==> config.mk <==
export PLATFORM = sky130hd
export DESIGN_NAME = itc_counter
export DESIGN_NICKNAME = d
export VERILOG_FILES = /design/src/rtl/itc_pkg.sv /design/src/rtl/itc_counter.sv
export SDC_FILE = /design/constraint.sdc
export NUM_CORES = 1
export LEC_CHECK = 0
export BUFFER_PORTS_ARGS = -buffer_cell sky130_fd_sc_hd__buf_4
export CORE_MARGIN = 5
export CORE_UTILIZATION = 55
export CTS_CLUSTER_SIZE = 30
export DETAILED_ROUTE_END_ITERATION = 6
export PLACE_DENSITY = 0.75
export RECOVER_POWER = 25
export SLEW_MARGIN = 20
export SYNTH_ARGS = -nofsm -noshare
export SYNTH_HDL_FRONTEND = slang
export SYNTH_SLANG_ARGS = --single-unit
export TNS_END_PERCENT = 1
==> constraint.sdc <==
create_clock -name core_clk -period 3.85 [get_ports core_clk]
set_input_delay 0.5775 -clock core_clk [delete_from_list [all_inputs] [get_ports core_clk]]
set_output_delay 0.5775 -clock core_clk [all_outputs]
set_load 0.01 [all_outputs]
==> src/rtl/itc_pkg.sv <==
package itc_pkg;

	// Measurement function codes on the selector input
	localparam logic [1:0] ITC_F_TIME  = 2'h0;
	localparam logic [1:0] ITC_F_TOTAL = 2'h1;
	localparam logic [1:0] ITC_F_CHECK = 2'h2;

	// Window settings: 0.01 s, 0.1 s, 1.0 s, 10 s
	localparam logic [1:0] ITC_WIN_FIRST  = 2'h0;
	localparam logic [1:0] ITC_WIN_LAST   = 2'h3;
	localparam logic [1:0] ITC_WIN_MS_TOP = 2'h2;
	localparam longint ITC_WIN0_MS = 64'hA;
	localparam longint ITC_WIN1_MS = 64'h64;
	localparam longint ITC_WIN2_MS = 64'h3E8;
	localparam longint ITC_WIN3_MS = 64'h2710;

	// Core clock and internal reference, in kHz
	localparam longint ITC_CLK_KHZ = 64'h3D090;
	localparam longint ITC_REF_KHZ = 64'h2710;
	localparam logic [4:0] ITC_REF_DIV = 5'(ITC_CLK_KHZ / ITC_REF_KHZ);

	// Window lengths in core cycles
	localparam logic [3:0][31:0] ITC_WIN_CYC = {
		32'(ITC_WIN3_MS * ITC_CLK_KHZ),
		32'(ITC_WIN2_MS * ITC_CLK_KHZ),
		32'(ITC_WIN1_MS * ITC_CLK_KHZ),
		32'(ITC_WIN0_MS * ITC_CLK_KHZ)};

	// Cycles averaged per window setting
	localparam logic [3:0][9:0] ITC_AVG_N =
		{10'h3E8, 10'h64, 10'hA, 10'h1};

	localparam logic [26:0] ITC_DISP_MAX  = 27'h5F5E0FF;
	localparam logic [26:0] ITC_ZERO27    = 27'h0;
	localparam logic [31:0] ITC_ZERO32    = 32'h0;
	localparam logic [9:0]  ITC_ZERO10    = 10'h0;
	localparam logic [4:0]  ITC_ZERO5     = 5'h0;

	typedef struct packed {
		logic [1:0] measurement_function_select;
		logic       unit_ms;
		logic       hold;
		logic       clear;
		logic       win_step;
		logic       gate;
		logic       gate_present;
	} itc_panel_s;

	typedef struct packed {
		logic [26:0] value;
		logic        display_limit_exceeded;
		logic        window_active;
		logic        blank_int_digits;
		logic        lit_ms_mhz;
		logic        lit_us_khz;
		logic [1:0]  win_sel;
	} itc_disp_s;

	typedef enum logic [1:0] {
		ITC_IDLE,
		ITC_WAIT_A,
		ITC_RUN,
		ITC_DONE
	} itc_state_e;

endpackage
==> src/rtl/itc_counter.sv <==
`timescale 1ns/10ps

// How it works
// - Interval: start on chosen A edge, stop on next chosen B edge, report.
// - Slope select high picks falling edge, low picks rising, per channel.
// - Interval range select high gives ms, low gives us, with unit lamp.
// - Interval in ms range skips 10 s window, 1.0 s steps to 0.01 s.
// - Window lamp on while measuring; display changes only at completion.
// - Limit-exceeded lamp lights when a result overflows the display.
// - Freeze holds display; release restarts, old value until it ends.
// - Reset zeroes display; release restarts, zero until it completes.
// - Single-shot: first window, reset arms, one A then B, then wait.
// - Accumulate mode ignores window selector and unit range select.
// - Gate high counts, low suspends; unconnected gate reads high.
// - After reset release, accumulation starts once gate is high.
// - Total up to 99,999,999; beyond sets limit lamp and wraps to zero.
// - Low gate blocks channel A events in every mode here.
// - Accumulate: freeze stops and holds total, release resumes from it.
// - Accumulate: reset clears count and display whatever gate or freeze.
// - Self-test counts internal 10 MHz reference per window.
// - Self-test freeze holds value, window lamp off while engaged.
// - Self-test reset blanks integer digits, lamp off, refresh after window.
// - New window setting shows only after one full window at it.
// - Window setting selects 1, 10, 100 or 1000 averaged cycles.
module itc_counter
	import itc_pkg::*;
#(
	parameter logic [3:0][31:0] WIN_CYC = ITC_WIN_CYC
)
(
	// Clock and reset
	input  wire logic       core_clk,
	input  wire logic       rst,
	// Front panel and rear gate
	input  wire itc_panel_s panel,
	// Conditioned channels and slope selects
	input  wire logic       chan_a,
	input  wire logic       chan_b,
	input  wire logic       slope_a_neg,
	input  wire logic       slope_b_neg,
	// Display and lamps
	output itc_disp_s       disp
);

	typedef struct packed {
		itc_panel_s  sy1;
		itc_panel_s  sy2;
		logic        step_q;
		logic        hold_q;
		logic        clear_q;
		logic        a_q;
		logic        b_q;
		logic [1:0]  measurement_function_select_q;
		logic [1:0]  win_q;
		itc_state_e  st;
		logic [31:0] tmr;
		logic [4:0]  ref_cnt;
		logic [26:0] acc;
		logic        acc_ovf;
		logic [9:0]  ncyc;
		itc_disp_s   out;
	} itc_core_s;

	itc_core_s core_reg;
	itc_core_s core_next;

	logic        gate_hi;
	logic        a_edge;
	logic        b_edge;
	logic        a_evt;
	logic        ref_tick;
	logic        restart;
	logic        single;
	logic [32:0] sum;
	logic [26:0] inc;

	always_comb
	begin
		core_next = core_reg;
		core_next.sy1 = panel;
		core_next.sy2 = core_reg.sy1;
		core_next.step_q = core_reg.sy2.win_step;
		core_next.hold_q = core_reg.sy2.hold;
		core_next.clear_q = core_reg.sy2.clear;
		core_next.a_q = chan_a;
		core_next.b_q = chan_b;
		core_next.measurement_function_select_q = core_reg.sy2.measurement_function_select;
		core_next.win_q = core_reg.out.win_sel;

		// Open gate input counts as high
		gate_hi = core_reg.sy2.gate | ~core_reg.sy2.gate_present;
		a_edge = slope_a_neg ? (core_reg.a_q & ~chan_a)
			: (~core_reg.a_q & chan_a);
		b_edge = slope_b_neg ? (core_reg.b_q & ~chan_b)
			: (~core_reg.b_q & chan_b);
		a_evt = a_edge & gate_hi;

		ref_tick = (core_reg.ref_cnt == ITC_REF_DIV - 5'h1);
		core_next.ref_cnt = ref_tick ? ITC_ZERO5
			: core_reg.ref_cnt + 5'h1;

		single = (core_reg.out.win_sel == ITC_WIN_FIRST);
		// Stop edge itself counts as one tick
		sum = {1'b0, core_reg.tmr + 32'h1}
			+ {6'h0, core_reg.acc};
		inc = core_reg.acc + 27'h1;

		// Window selector stepping, not in accumulate
		if (core_reg.sy2.win_step && !core_reg.step_q
			&& core_reg.sy2.measurement_function_select != ITC_F_TOTAL)
		begin
			if (core_reg.out.win_sel == ITC_WIN_LAST
				|| (core_reg.sy2.measurement_function_select == ITC_F_TIME
				&& core_reg.sy2.unit_ms
				&& core_reg.out.win_sel == ITC_WIN_MS_TOP))
				core_next.out.win_sel = ITC_WIN_FIRST;
			else
				core_next.out.win_sel = core_reg.out.win_sel + 2'h1;
		end

		// Unit lamps
		core_next.out.lit_ms_mhz = 1'b0;
		core_next.out.lit_us_khz = 1'b0;
		if (core_reg.sy2.measurement_function_select != ITC_F_TOTAL)
		begin
			core_next.out.lit_ms_mhz = core_reg.sy2.unit_ms;
			core_next.out.lit_us_khz = ~core_reg.sy2.unit_ms;
		end

		// Function or window change restarts, display kept
		restart = (core_reg.measurement_function_select_q != core_reg.sy2.measurement_function_select)
			|| (core_reg.sy2.measurement_function_select != ITC_F_TOTAL
			&& core_reg.win_q != core_reg.out.win_sel);
		if (restart)
			core_next.st = ITC_IDLE;

		if (core_reg.sy2.clear)
		begin
			// Held reset: zero, idle, lamp off
			core_next.st = ITC_IDLE;
			core_next.acc = ITC_ZERO27;
			core_next.acc_ovf = 1'b0;
			core_next.out.value = ITC_ZERO27;
			core_next.out.display_limit_exceeded = 1'b0;
			core_next.out.blank_int_digits =
				(core_reg.sy2.measurement_function_select == ITC_F_CHECK);
		end
		else if (core_reg.sy2.hold)
		begin
			// Freeze: stop measuring, keep display and total
			if (core_reg.sy2.measurement_function_select != ITC_F_TOTAL
				|| core_reg.st != ITC_IDLE)
				core_next.st = ITC_IDLE;
		end
		else if (!restart)
		begin
			case (core_reg.st)
				ITC_IDLE:
				begin
					core_next.tmr = ITC_ZERO32;
					core_next.ncyc = ITC_ZERO10;
					core_next.ref_cnt = ITC_ZERO5;
					if (core_reg.sy2.measurement_function_select == ITC_F_TOTAL)
						core_next.st = ITC_RUN;
					else if (core_reg.sy2.measurement_function_select == ITC_F_TIME)
					begin
						core_next.acc = ITC_ZERO27;
						core_next.acc_ovf = 1'b0;
						core_next.st = ITC_WAIT_A;
					end
					else if (core_reg.sy2.measurement_function_select == ITC_F_CHECK)
					begin
						core_next.acc = ITC_ZERO27;
						core_next.acc_ovf = 1'b0;
						core_next.st = ITC_RUN;
					end
				end
				ITC_WAIT_A:
				begin
					core_next.tmr = ITC_ZERO32;
					if (a_evt)
						core_next.st = ITC_RUN;
				end
				ITC_RUN:
				begin
					core_next.tmr = core_reg.tmr + 32'h1;
					if (core_reg.sy2.measurement_function_select == ITC_F_TOTAL)
					begin
						if (a_evt && gate_hi)
						begin
							if (core_reg.acc == ITC_DISP_MAX)
							begin
								core_next.acc = ITC_ZERO27;
								core_next.out.display_limit_exceeded =
									1'b1;
							end
							else
								core_next.acc = inc;
							core_next.out.value = (core_reg.acc
								== ITC_DISP_MAX) ? ITC_ZERO27
								: inc;
						end
					end
					else if (core_reg.sy2.measurement_function_select == ITC_F_CHECK)
					begin
						if (ref_tick)
						begin
							core_next.acc = (core_reg.acc == ITC_DISP_MAX)
								? ITC_ZERO27 : inc;
							if (core_reg.acc == ITC_DISP_MAX)
								core_next.acc_ovf = 1'b1;
						end
						if (core_reg.tmr == WIN_CYC[core_reg.out.win_sel]
							- 32'h1)
						begin
							core_next.out.value = core_next.acc;
							core_next.out.display_limit_exceeded =
								core_next.acc_ovf;
							core_next.out.blank_int_digits = 1'b0;
							core_next.st = ITC_IDLE;
						end
					end
					else if (b_edge)
					begin
						core_next.acc = sum[26:0];
						if (sum > {6'h0, ITC_DISP_MAX})
							core_next.acc_ovf = 1'b1;
						core_next.ncyc = core_reg.ncyc + 10'h1;
						core_next.st = ITC_WAIT_A;
						if (core_reg.ncyc + 10'h1
							== ITC_AVG_N[core_reg.out.win_sel])
						begin
							core_next.out.value = sum[26:0];
							core_next.out.display_limit_exceeded =
								core_reg.acc_ovf
								|| (sum > {6'h0, ITC_DISP_MAX});
							core_next.st = single ? ITC_DONE
								: ITC_IDLE;
						end
					end
				end
				ITC_DONE:
					core_next.st = ITC_DONE;
				default:
					core_next.st = ITC_IDLE;
			endcase
		end

		core_next.out.window_active =
			(core_next.st == ITC_WAIT_A || core_next.st == ITC_RUN)
			&& !core_reg.sy2.hold && !core_reg.sy2.clear;
	end

	always_ff @(posedge core_clk or posedge rst)
	begin
		if (rst)
			core_reg <= '0;
		else
			core_reg <= core_next;
	end

	assign disp = core_reg.out;

endmodule

==> parameters.txt, run 1 <==
Parameter                              Value

Outcome
  Status    finished with violations
  Violated checks    max-capacitance violations, max-slew violations, negative setup slack

STA
  Setup-violating endpoint count in the final report    6
  Highest clock frequency the design can meet    around 240 MHz
  Final slew viol count    78
  Final total negative setup slack    -0.760 ns
  Setup repair after global routing missed its margin    true
  Final hold violation count    0
  Max Clock Skew    about 0.011 ns
  Min Hold Slack    between 0.2 and 0.3 ns
  Transition time at the pin with the least slew margin    approximately 1.8 ns
  PnR worst setup slack    -0.250 ns
  Final period util    106%
  Slew headroom    -20.2%
  Final period demand of the worst path    approximately 4.1 ns

GRT
  Number of global-route vias before repair    about 9100
  First-pass GRT wire length    47000 um
  Antenna violations before repair    0
  Total overflow reported by the global router    0
  Overall global routing resource usage    between 20% and 30%
  Maximum number of pins on one net before global-route repair    78

Clock tree
  Maximum count of clock buffers along a single path    2
  Number of buffers created by CTS    17
  Number of clock sinks    between 100 and 150
  CTS Root Cell    clkbuf_16
  H-tree levels    4
  Latest clock arrival within the worst-skew pair    0.42 ns
  Clock Pin Slew Worst Setup and Hold Paths    about 0.06 ns
  Clock tree from TritonCTS    done

Yosys
  Synth Net Count    between 1000 and 1500
  Most used flip-flop cell after synthesis    dfrtp_1
  Flops & latches, synth    134
  Area contributors post-synth    dfrtp_1 34%, ha_1 5.6%, nand2_1 4.4%
  Area share of the largest cell type after synthesis    around a third
  Warning count from the yosys run    0
  Mean cell area of the mapped netlist    between 8 and 9 um2
  Post-synthesis cell type with the largest combined area    dfrtp_1
  Instance count of the mapped netlist    roughly 1100
  Netlist cell types    87
  Number of synthesized flops with an enable pin    0
  Async S/R FF share, synth    100%
  Seq/Total Area, Yosys    34.0%
  Netlist area before placement    between 9000 and 10000 um2

Pwr
  Static leakage    5.64 nW
  Power per unit of standard cell area    roughly 300 nW/um2
  Final Total Pwr    between 3 and 4 mW
  Maximum VDD drop    339 uV

Floorplan
  Area of the core region    17800 um2
  Starting utilization of the core area    a little under three fifths
  DIE WIDTH    around 140 um
  Number of top-level pins    48
  Rows    49
  Die height    between 100 and 150 um
  Full die area    about 21000 um2

Route
  First-pass detailed-route iteration total    6
  Number of violations reported at the end of detailed-routing iteration 0    847
  Wirelength, routed    28900 um
  Met1 routed wirelength after detailed routing    12400 um
  Routed met3 length    roughly 2000 um
  Wirelength per Cell    18.9 um
  Vias per cell    6.19
  Highest layer used for signal routing    met4
  Detailed route wirelength on metal2    approximately 14000 um
  Post-route ant nets    0
  Via count of the routed design    approximately 9500
  Remaining routing DRC violations    0

Cells and area
  Most common library cell in the layout ignoring fill and taps    buf_4
  Number of flip-flops in the largest register    a little under 90
  Synthesis-to-layout area growth    23.5%
  Fraction of layout cells with a size suffix above 1    between 20% and 30%
  Diodes inserted    0
  Final cell count without fillers    around 1500
  Finished Core Util    68.4%
  Commonest non-fill, non-tap cells in the layout    216 x buf_4, 134 x dfrtp_1, 114 x nand2_1
  Number of nets at the end of the flow    1348
  Design area    12200 um2

Placed design
  Dpl cell area    roughly 11000 um2
  PortBufs    47
  Final RePlAce weighted congestion    just under 1
  Worst-case setup slack after placement    -0.517 ns
  Placed cell count    1480
  HPWL Detailed    ~21000 um

Setup path
  Biggest fanout along the worst timing path    6
  Type of destination of the critical path    register
  Critical path origin    core_reg[78]
  Critical register-to-register path startpoint    core_reg[78]
  Slack of the worst reg-to-reg path    -0.25 ns
  Required time of the worst setup path    ~4.2 ns
  Class of the most critical setup path    reg -> reg
  Critical Path Start Type    register
  Depth of the worst register-to-register path    20
  Data arrival time at the worst-slack endpoint    ~4.4 ns
  CP Capture Point    core_reg[44]
  Reg-to-Reg End    core_reg[44]

Worst hold path
  Kind of path behind the tightest hold check    in -> reg
  Number of instances on the worst hold path    1

Run
  Count of maximum capacitance violations    1
how the worst min path moves through the flow:
stage,startpoint,endpoint
2_1_floorplan,core_next[126],core_next[113]
3_3_place_gp,core_next[121],core_reg[121]
3_5_place_dp,core_next[120],core_reg[120]
4_1_cts,rst,core_reg[39]
5_1_grt,panel[4],core_next[124]
6_report,panel[5],core_next[125]
critical path, cell delays in order, from the launching register on:
cell,delay (ns)
dfrtp_1,0.39
ha_2,0.20
and4_4,0.24
nand3_4,0.12
nor2_4,0.11
buf_4,0.11
nand2_1,0.06
xnor2_1,0.17
ha_1,0.41
buf_4,0.15
nand2_1,0.06
o21a_1,0.16
o31a_1,0.09
buf_4,0.16
o311ai_4,0.28
xnor2_2,0.13
or4b_4,0.55
o31ai_2,0.18
buf_4,0.17
o21ai_2,0.06
a221oi_2,0.20
synthesized netlist by cell type (all sizes together), types with 6 or more instances:
| master | instances |
|---|---|
| ha | 44 |
| buf | 39 |
| or3 | 13 |
| a22o | 38 |
| nand2 | 116 |
| o21ai | 75 |
| and3 | 21 |
| a21oi | 76 |
| a31oi | 6 |
| nor3 | 26 |
| and4 | 9 |
| nor4 | 15 |
| o31ai | 11 |
| a211oi | 8 |
| dfrtp | 134 |
| and2 | 7 |
| xor2 | 34 |
| a21o | 10 |
| nand3 | 54 |
| xnor2 | 44 |
| inv | 31 |
| nor2b | 6 |
| nand2b | 12 |
| nand4 | 25 |
| clkbuf | 59 |
| o41ai | 7 |
| mux2 | 26 |
| nor2 | 90 |
| o211ai | 14 |
power by group:
| part | switching, mW | internal [mW] | total (mW) |
|---|---|---|---|
| clock | 0.643 | 0.942 | 1.58 |
| sequential | 0.0704 | 1.48 | 1.55 |
| combinational | 0.371 | 0.247 | 0.617 |
| total | 1.08 | 2.67 | 3.75 |
timing repair:
item | 4_1_cts | 5_1_grt
setup endpoints to repair | 13 | 19
resized for setup | 34 | 37
buffers inserted | 11 | 8
pin swaps | 19 | 26
hold endpoints to repair | 0 | 0
hold buffers | 0 | 0
cells by family after synthesis:
group           after synthesis  synth area share [%]
flops                       134                  34.0
fa+ha+maj                    45                  5.79
xor+xnor                     78                  6.94
buf+inv                     133                  7.65
mux                          28                  3.18
simple gates                420                  21.3
compound gates              304                  21.1
cell type report:
cell class / count / area (um2)
clock buffer: 22 / 474
clock inverter: 10 / 97.6
fill: 1389 / 5620
inverter: 31 / 118
multi-input combinational: 875 / 6110
sequential: 134 / 3350
tap: 229 / 287
timing repair buffer: 230 / 1730
layer usage:
metal / track usage [%] / up-vias
li1: - / 4436
met3: 6.16 / 84
met1: 38.8 / 4540
met5: 0 / -
met2: 45.1 / 416
met4: 9.81 / 0
(Power assumes the default switching activity.)
==> run 2: changes to the inputs <==
- ABC_AREA: not set -> 1
- ABC_CLOCK_PERIOD_IN_PS: not set -> 3850
- CAP_MARGIN: not set -> 30
- PLACE_DENSITY: 0.75 -> 0.74
==> parameters.txt, run 2 <==
Parameter                              Value

STA
  Highest clock frequency the design can meet    255 MHz (+4.7%)
  Final period util    102% (-4.7 points)
  Final period demand of the worst path    3.92 ns (-0.182 ns)
  Setup-violating endpoint count in the final report    3 (-3)
  Final hold violation count    0 (unchanged)
  Min Hold Slack    0.168 ns (-0.109 ns)
  Final slew viol count    80 (+2.6%)
  PnR worst setup slack    -0.0677 ns (+0.182 ns)
  Transition time at the pin with the least slew margin    2.68 ns (+0.877 ns)
  Slew headroom    -78.7% (-58 points)
  Max Clock Skew    0.0139 ns (+0.00317 ns)
  Setup repair after global routing missed its margin    true
  Final total negative setup slack    -0.184 ns (+0.576 ns)

Clock tree
  H-tree levels    4 (unchanged)
  Clock tree from TritonCTS    done
  Number of hold buffers added after CTS    0 (unchanged)
  Latest clock arrival within the worst-skew pair    0.44 ns (+0.02 ns)
  Clock Pin Slew Worst Setup and Hold Paths    0.07 ns (about the same)
  Maximum count of clock buffers along a single path    2 (unchanged)
  Number of buffers created by CTS    17 (unchanged)
  CTS Root Cell    clkbuf_16
  Number of clock sinks    134 (unchanged)

Run
  Count of maximum capacitance violations    2 (+1)

Setup path
  Data arrival time at the worst-slack endpoint    4.20 ns (-0.23 ns)
  Depth of the worst register-to-register path    27 (+35%)
  Biggest fanout along the worst timing path    4 (-2)
  Critical Path Start Type    register
  Class of the most critical setup path    reg -> reg
  Slack of the worst reg-to-reg path    -0.07 ns (+0.18 ns)
  Reg-to-Reg End    core_reg[71]
  Type of destination of the critical path    register
  Required time of the worst setup path    4.14 ns (-0.04 ns)
  Critical register-to-register path startpoint    core_reg[78]

Placed design
  Worst-case setup slack after placement    -0.223 ns (+0.294 ns)
  PortBufs    47 (unchanged)
  HPWL Detailed    28000 um (+32%)
  Final RePlAce weighted congestion    1.04 (+5.3%)
  Placed cell count    1928 (+30%)

Floorplan
  Number of top-level pins    48 (unchanged)
  Rows    51 (+4.1%)
  Starting utilization of the core area    55.8% (+0.38 points)
  Die height    150 um (+4.5%)
  Area of the core region    19400 um2 (+9.1%)
  DIE WIDTH    150 um (+4.5%)
  Full die area    22600 um2 (+9.1%)

Route
  Wirelength per Cell    18.5 um (-1.9%)
  Post-route ant nets    0 (unchanged)
  Number of violations reported at the end of detailed-routing iteration 0    1276 (+51%)
  Vias per cell    5.69 (-8.0%)
  Wirelength, routed    36500 um (+27%)
  First-pass detailed-route iteration total    7 (+1)
  Remaining routing DRC violations    5 (+5)
  Via count of the routed design    11246 (+19%)

Yosys
  Share of the synthesized area in compound gates (AO/OA/AOI/OAI)    13.0% (-8.2 points)
  Synthesized-area fraction occupied by adder cells    5.27% (-0.52 points)
  Flops & latches, synth    134 (unchanged)
  Multiplexer share of the synthesized area    0% (-3.2 points)
  Netlist cell types    57 (-34%)
  Warning count from the yosys run    0 (unchanged)
  Most repeated cell in the gate-level netlist after synthesis    nand2_1
  Mean cell area of the mapped netlist    6.76 um2 (-22%)
  Simple logic cell fraction of the synthesized area    33.9% (+13 points)
  Seq/Total Area, Yosys    31.0% (-3.1 points)
  Combinational family with the most area after synthesis    simple AND/OR/NAND/NOR gates
  Netlist area before placement    10800 um2 (+9.8%)
  Async S/R FF share, synth    100% (unchanged)
  Post-synthesis cell type with the largest combined area    dfrtp_1
  Number of synthesized flops with an enable pin    0 (unchanged)
  Most used flip-flop cell after synthesis    dfrtp_1
  Cell types with the highest counts after synthesis    425 x nand2_1, 245 x inv_1, 145 x nor2_1, 134 x dfrtp_1, 108 x nand3_1
  Synth Area in XOR/XNOR    4.37% (-2.6 points)
  Instance count of the mapped netlist    1601 (+40%)
  Area contributors post-synth    dfrtp_1 31%, nand2_1 15%, inv_1 8.5%
  Synth Net Count    1660 (+38%)
  Area share of the largest cell type after synthesis    31.0% (-3.1 points)

Pwr
  Power per unit of standard cell area    324 nW/um2 (+5.2%)
  Static leakage    6.21 nW (+10%)
  Maximum VDD drop    277 uV (-18%)
  Final Total Pwr    4.16 mW (+11%)

Cells and area
  Fraction of layout cells with a size suffix above 1    18.6% (-8.6 points)
  Number of fillers in the final layout    1814 (+31%)
  Number of nets at the end of the flow    1756 (+30%)
  Diodes inserted    0 (unchanged)
  Number of flip-flops in the largest register    87 (unchanged)
  Synthesis-to-layout area growth    18.5%
  Most common library cell in the layout ignoring fill and taps    nand2_1
  Final cell count without fillers    1975 (+29%)
  Commonest non-fill, non-tap cells in the layout    413 x nand2_1, 241 x inv_1, 134 x dfrtp_1

GRT
  Number of global-route vias before repair    10222 (+12%)
  Overall global routing resource usage    32.1% (+3.7 points)
  First-pass GRT wire length    55800 um (+19%)
  Maximum number of pins on one net before global-route repair    49 (-37%)
  Antenna violations before repair    0 (unchanged)
  Total overflow reported by the global router    0 (unchanged)

Outcome
  Status    finished with violations
  Violated checks    design-rule violations, max-capacitance violations, max-slew violations, negative setup slack

Worst hold path
  Kind of path behind the tightest hold check    in -> async
[run 2: changes by cell type in the layout (fill, tap and decap cells not counted), sizes merged, moves of 55 or more]
| cell | change |
|---|---|
| nand2 | +331 |
| inv | +231 |
| buf | -90 |
| nor2 | +82 |
| nand3 | +58 |
| o22ai | +55 |
[run 2: kinds of logic (layout without fill, tap and decap cells)]
family | count (synthesis) | in the layout
XOR/XNOR | 54 | 54
flip-flops | 134 | 134
AND/OR/NAND/NOR | 814 | 814
AO/OA/AOI/OAI | 235 | 235
adder cells (fa/ha/maj) | 45 | 45
buffers and inverters | 319 | 428
[run 2: timing repair]
| action | 4_1_cts | 5_1_grt |
|---|---|---|
| resized for setup | 15 | 79 |
| setup endpoints to repair | 6 | 10 |
| pin swaps | 3 | 31 |
| buffers inserted | 3 | 11 |
[run 2: area by class of cell]
class,instances,area (um2),area share (%)
clock buffers,17,425,3.32
clock inverters,15,155,1.21
inverters,254,955,7.45
multi-input cells,1148,6540,51.0
flip-flops and latches,134,3350,26.2
well taps,265,332,2.59
repair buffers,142,1070,8.32
[run 2: layer usage]
metal  up-vias  track usage, %  wire, um
li1       5370               -         -
met4         0            10.2      1020
met5         -               0         0
met1      5199            46.3     16000
met2       590            48.3     16100
met3        87            6.89      3440
[run 2: worst max path at each step]
stage | start | endpoint | slack (ns) | depth (start not counted)
floorplan | core_reg[77] | core_reg[44] | 0.31 | 25
global placement | core_reg[83] | core_reg[44] | -0.16 | 32
detailed placement | core_reg[77] | core_reg[44] | -0.22 | 33
CTS | core_reg[77] | core_reg[44] | 0.02 | 28
global route | core_reg[78] | core_reg[44] | -0.31 | 30
finish | core_reg[78] | core_reg[71] | -0.07 | 27
[run 2: metrics by stage]
step,area (um2),utilization (%)
floorplan,10800,-
global placement,11700,60.5
detailed placement,11700,60.5
CTS,12400,63.9
global route,12800,66.1
finish,12800,66.1
[run 2: worst max-delay path: stages, from the launching register on]
cell and delay, ns:
dfrtp_1 0.42, buf_4 0.15, nand3_4 0.07, nor2_4 0.10, inv_1 0.06, nor2_2 0.12, inv_1 0.05, nor2_1 0.11
buf_4 0.16, inv_1 0.04, nor2_1 0.15, xor2_1 0.33, ha_1 0.34, nand2_1 0.09, nand2_1 0.07, nand3_1 0.07
nand2_1 0.07, a21oi_1 0.22, nand3_4 0.14, nand2_2 0.09, nand2_1 0.05, nand2_1 0.07, nand2_2 0.11, buf_4 0.15
buf_4 0.13, o221ai_1 0.14, buf_4 0.18, o22ai_1 0.07
[run 2: where the power goes]
part / total (mW) / switching [mW] / internal [mW]
clock: 1.66 / 0.743 / 0.917
sequential: 1.60 / 0.0779 / 1.52
combinational: 0.901 / 0.580 / 0.321
==> run 3: changes to the inputs <==
- BUFFER_PORTS_ARGS: -buffer_cell sky130_fd_sc_hd__buf_4 -> -buffer_cell sky130_fd_sc_hd__buf_2
==> parameters.txt, run 3 (same netlist as run 2, synthesis figures left out) <==
Parameter                              Value

STA
  Slew headroom    -21.8% (+57 points)
  Final total negative setup slack    0 ns (+0.184 ns)
  Final period util    98.3% (-3.5 points)
  Final slew viol count    135 (+69%)
  Highest clock frequency the design can meet    264 MHz (+3.5%)
  Final hold violation count    0 (unchanged)
  Setup repair after global routing missed its margin    true
  Setup-violating endpoint count in the final report    0 (-3)
  Final period demand of the worst path    3.78 ns (-0.133 ns)
  Transition time at the pin with the least slew margin    1.83 ns (-0.852 ns)
  Max Clock Skew    0.0112 ns (-0.00267 ns)

Setup path
  Critical register-to-register path startpoint    core_reg[78]
  Standard cell with the maximum stage delay on the critical path    or4_4
  Critical Path Max Stage Delay    0.49 ns (+0.07 ns)
  Slack of the worst reg-to-reg path    0.07 ns (+0.13 ns)
  Critical Path Start Type    register
  Class of the most critical setup path    reg -> reg
  Required time of the worst setup path    4.17 ns (+0.03 ns)
  Critical path origin    core_reg[78]
  Data arrival time at the worst-slack endpoint    4.11 ns (-0.09 ns)
  Biggest fanout along the worst timing path    4 (unchanged)
  Most numerous cell on the critical path    nand2_1
  Type of destination of the critical path    register

Cells and area
  Number of nets at the end of the flow    1752 (-0.23%)
  Number of flip-flops in the largest register    87 (unchanged)
  Fraction of layout cells with a size suffix above 1    18.9% (+0.34 points)
  Diodes inserted    0 (unchanged)
  Final cell count without fillers    1971 (-0.20%)
  Finished Core Util    65.2% (-0.92 points)
  Design area    12600 um2 (-1.4%)
  Commonest non-fill, non-tap cells in the layout    408 x nand2_1, 241 x inv_1, 133 x dfrtp_1
  Most common library cell in the layout ignoring fill and taps    nand2_1
  Synthesis-to-layout area growth    16.9%

Route
  Via count of the routed design    11250 (+0.036%)
  Vias per cell    5.71 (+0.24%)
  Wirelength per Cell    18.2 um (-1.5%)
  Remaining routing DRC violations    0 (-5)
  Wirelength, routed    35900 um (-1.7%)
  First-pass detailed-route iteration total    6 (-1)
  Post-route ant nets    0 (unchanged)
  Number of violations reported at the end of detailed-routing iteration 0    1189 (-6.8%)

GRT
  Maximum number of pins on one net before global-route repair    135 (+180%)
  Number of global-route vias before repair    10221 (-0.0098%)
  Total overflow reported by the global router    0 (unchanged)
  Overall global routing resource usage    31.8% (-0.29 points)
  Antenna violations before repair    0 (unchanged)
  First-pass GRT wire length    55400 um (-0.74%)

Placed design
  HPWL Detailed    27500 um (-1.8%)
  PortBufs    47 (unchanged)
  Placed cell count    1930 (+0.10%)
  Final RePlAce weighted congestion    1.03 (-1.4%)
  Dpl cell area    11600 um2 (-0.98%)

Floorplan
  Starting utilization of the core area    55.8% (unchanged)
  Number of top-level pins    48 (unchanged)
  Rows    51 (unchanged)
  Full die area    22600 um2 (unchanged)
  Die height    150 um (unchanged)
  DIE WIDTH    150 um (unchanged)
  Area of the core region    19400 um2 (unchanged)

Clock tree
  Maximum count of clock buffers along a single path    2 (unchanged)
  Clock tree from TritonCTS    done
  CTS Root Cell    clkbuf_16
  Number of clock sinks    134 (unchanged)
  Number of buffers created by CTS    17 (unchanged)
  Number of hold buffers added after CTS    0 (unchanged)
  Clock Pin Slew Worst Setup and Hold Paths    0.07 ns (about the same)
  Latest clock arrival within the worst-skew pair    0.44 ns (about the same)
  H-tree levels    4 (unchanged)

Pwr
  Static leakage    6.18 nW (-0.47%)
  Final Total Pwr    4.06 mW (-2.4%)
  Power per unit of standard cell area    321 nW/um2 (-1.0%)
  Maximum VDD drop    333 uV (+20%)

Outcome
  Violated checks    max-capacitance violations, max-slew violations
  Status    finished with violations

Run
  Count of maximum capacitance violations    1 (-1)

Worst hold path
  Kind of path behind the tightest hold check    in -> reg
  Critical hold path startpoint    panel[6]
==> run 3: what timing repair did <==
action / CTS / global route
resized for setup: 9 / 91
endpoints found under the setup margin: 2 / 17
cloned: 0 / 0
pin swaps: 1 / 33
setup buffers: 1 / 8
==> run 3: worst paths after layout <==
check                            endpoint  cells after the start
max reg2reg                  core_reg[44]                     26
min in group asynchronous         disp[2]                      3
max in group asynchronous    core_reg[87]                      3
min reg2reg                 core_reg[125]                      0
max                          core_reg[44]                     26
min                        core_next[126]                      1
==> run 3: layout make-up <==
| type | instances | area (um2) |
|---|---|---|
| inverters | 254 | 957 |
| clock inverters | 14 | 133 |
| clock buffers | 18 | 429 |
| flip-flops and latches | 134 | 3350 |
| fillers | 1753 | 6760 |
| well taps | 265 | 332 |
| multi-input cells | 1148 | 6520 |
| repair buffers | 138 | 917 |
==> run 3: worst max-delay path, delay by kind of cell, from the launching register on <==
kind | cells | cell delay, ns
xor gates and xnor gates | 1 | 0.19
buffers and inverters | 3 | 0.28
DFF | 1 | 0.36
adders and majority gates | 2 | 0.50
and+or+nand+nor | 20 | 2.36
==> run 3: stage by stage <==
| stage | hold slack, ns | setup WS, ns |
|---|---|---|
| detailed placement | 0.335 | -0.0962 |
| CTS | 0.237 | 0.00168 |
| finish | 0.245 | 0.0654 |
| global route | 0.236 | -0.244 |
| global placement | 0.332 | -0.0860 |
| floorplan | 0.331 | 0.315 |
==> run 3: metal layers <==
metal | up-vias | global-route usage (%) | share of wire (%)
met5 | - | 0 | 0
met4 | 0 | 11.2 | 3.1
met3 | 88 | 6.62 | 9.3
met2 | 572 | 46.9 | 44
met1 | 5234 | 46.4 | 44
li1 | 5356 | - | -
==> run 3: report_power, final <==
group | total (mW) | switching [mW] | internal (mW)
combinational | 0.863 | 0.566 | 0.297
clock | 1.59 | 0.739 | 0.852
sequential | 1.60 | 0.0842 | 1.52
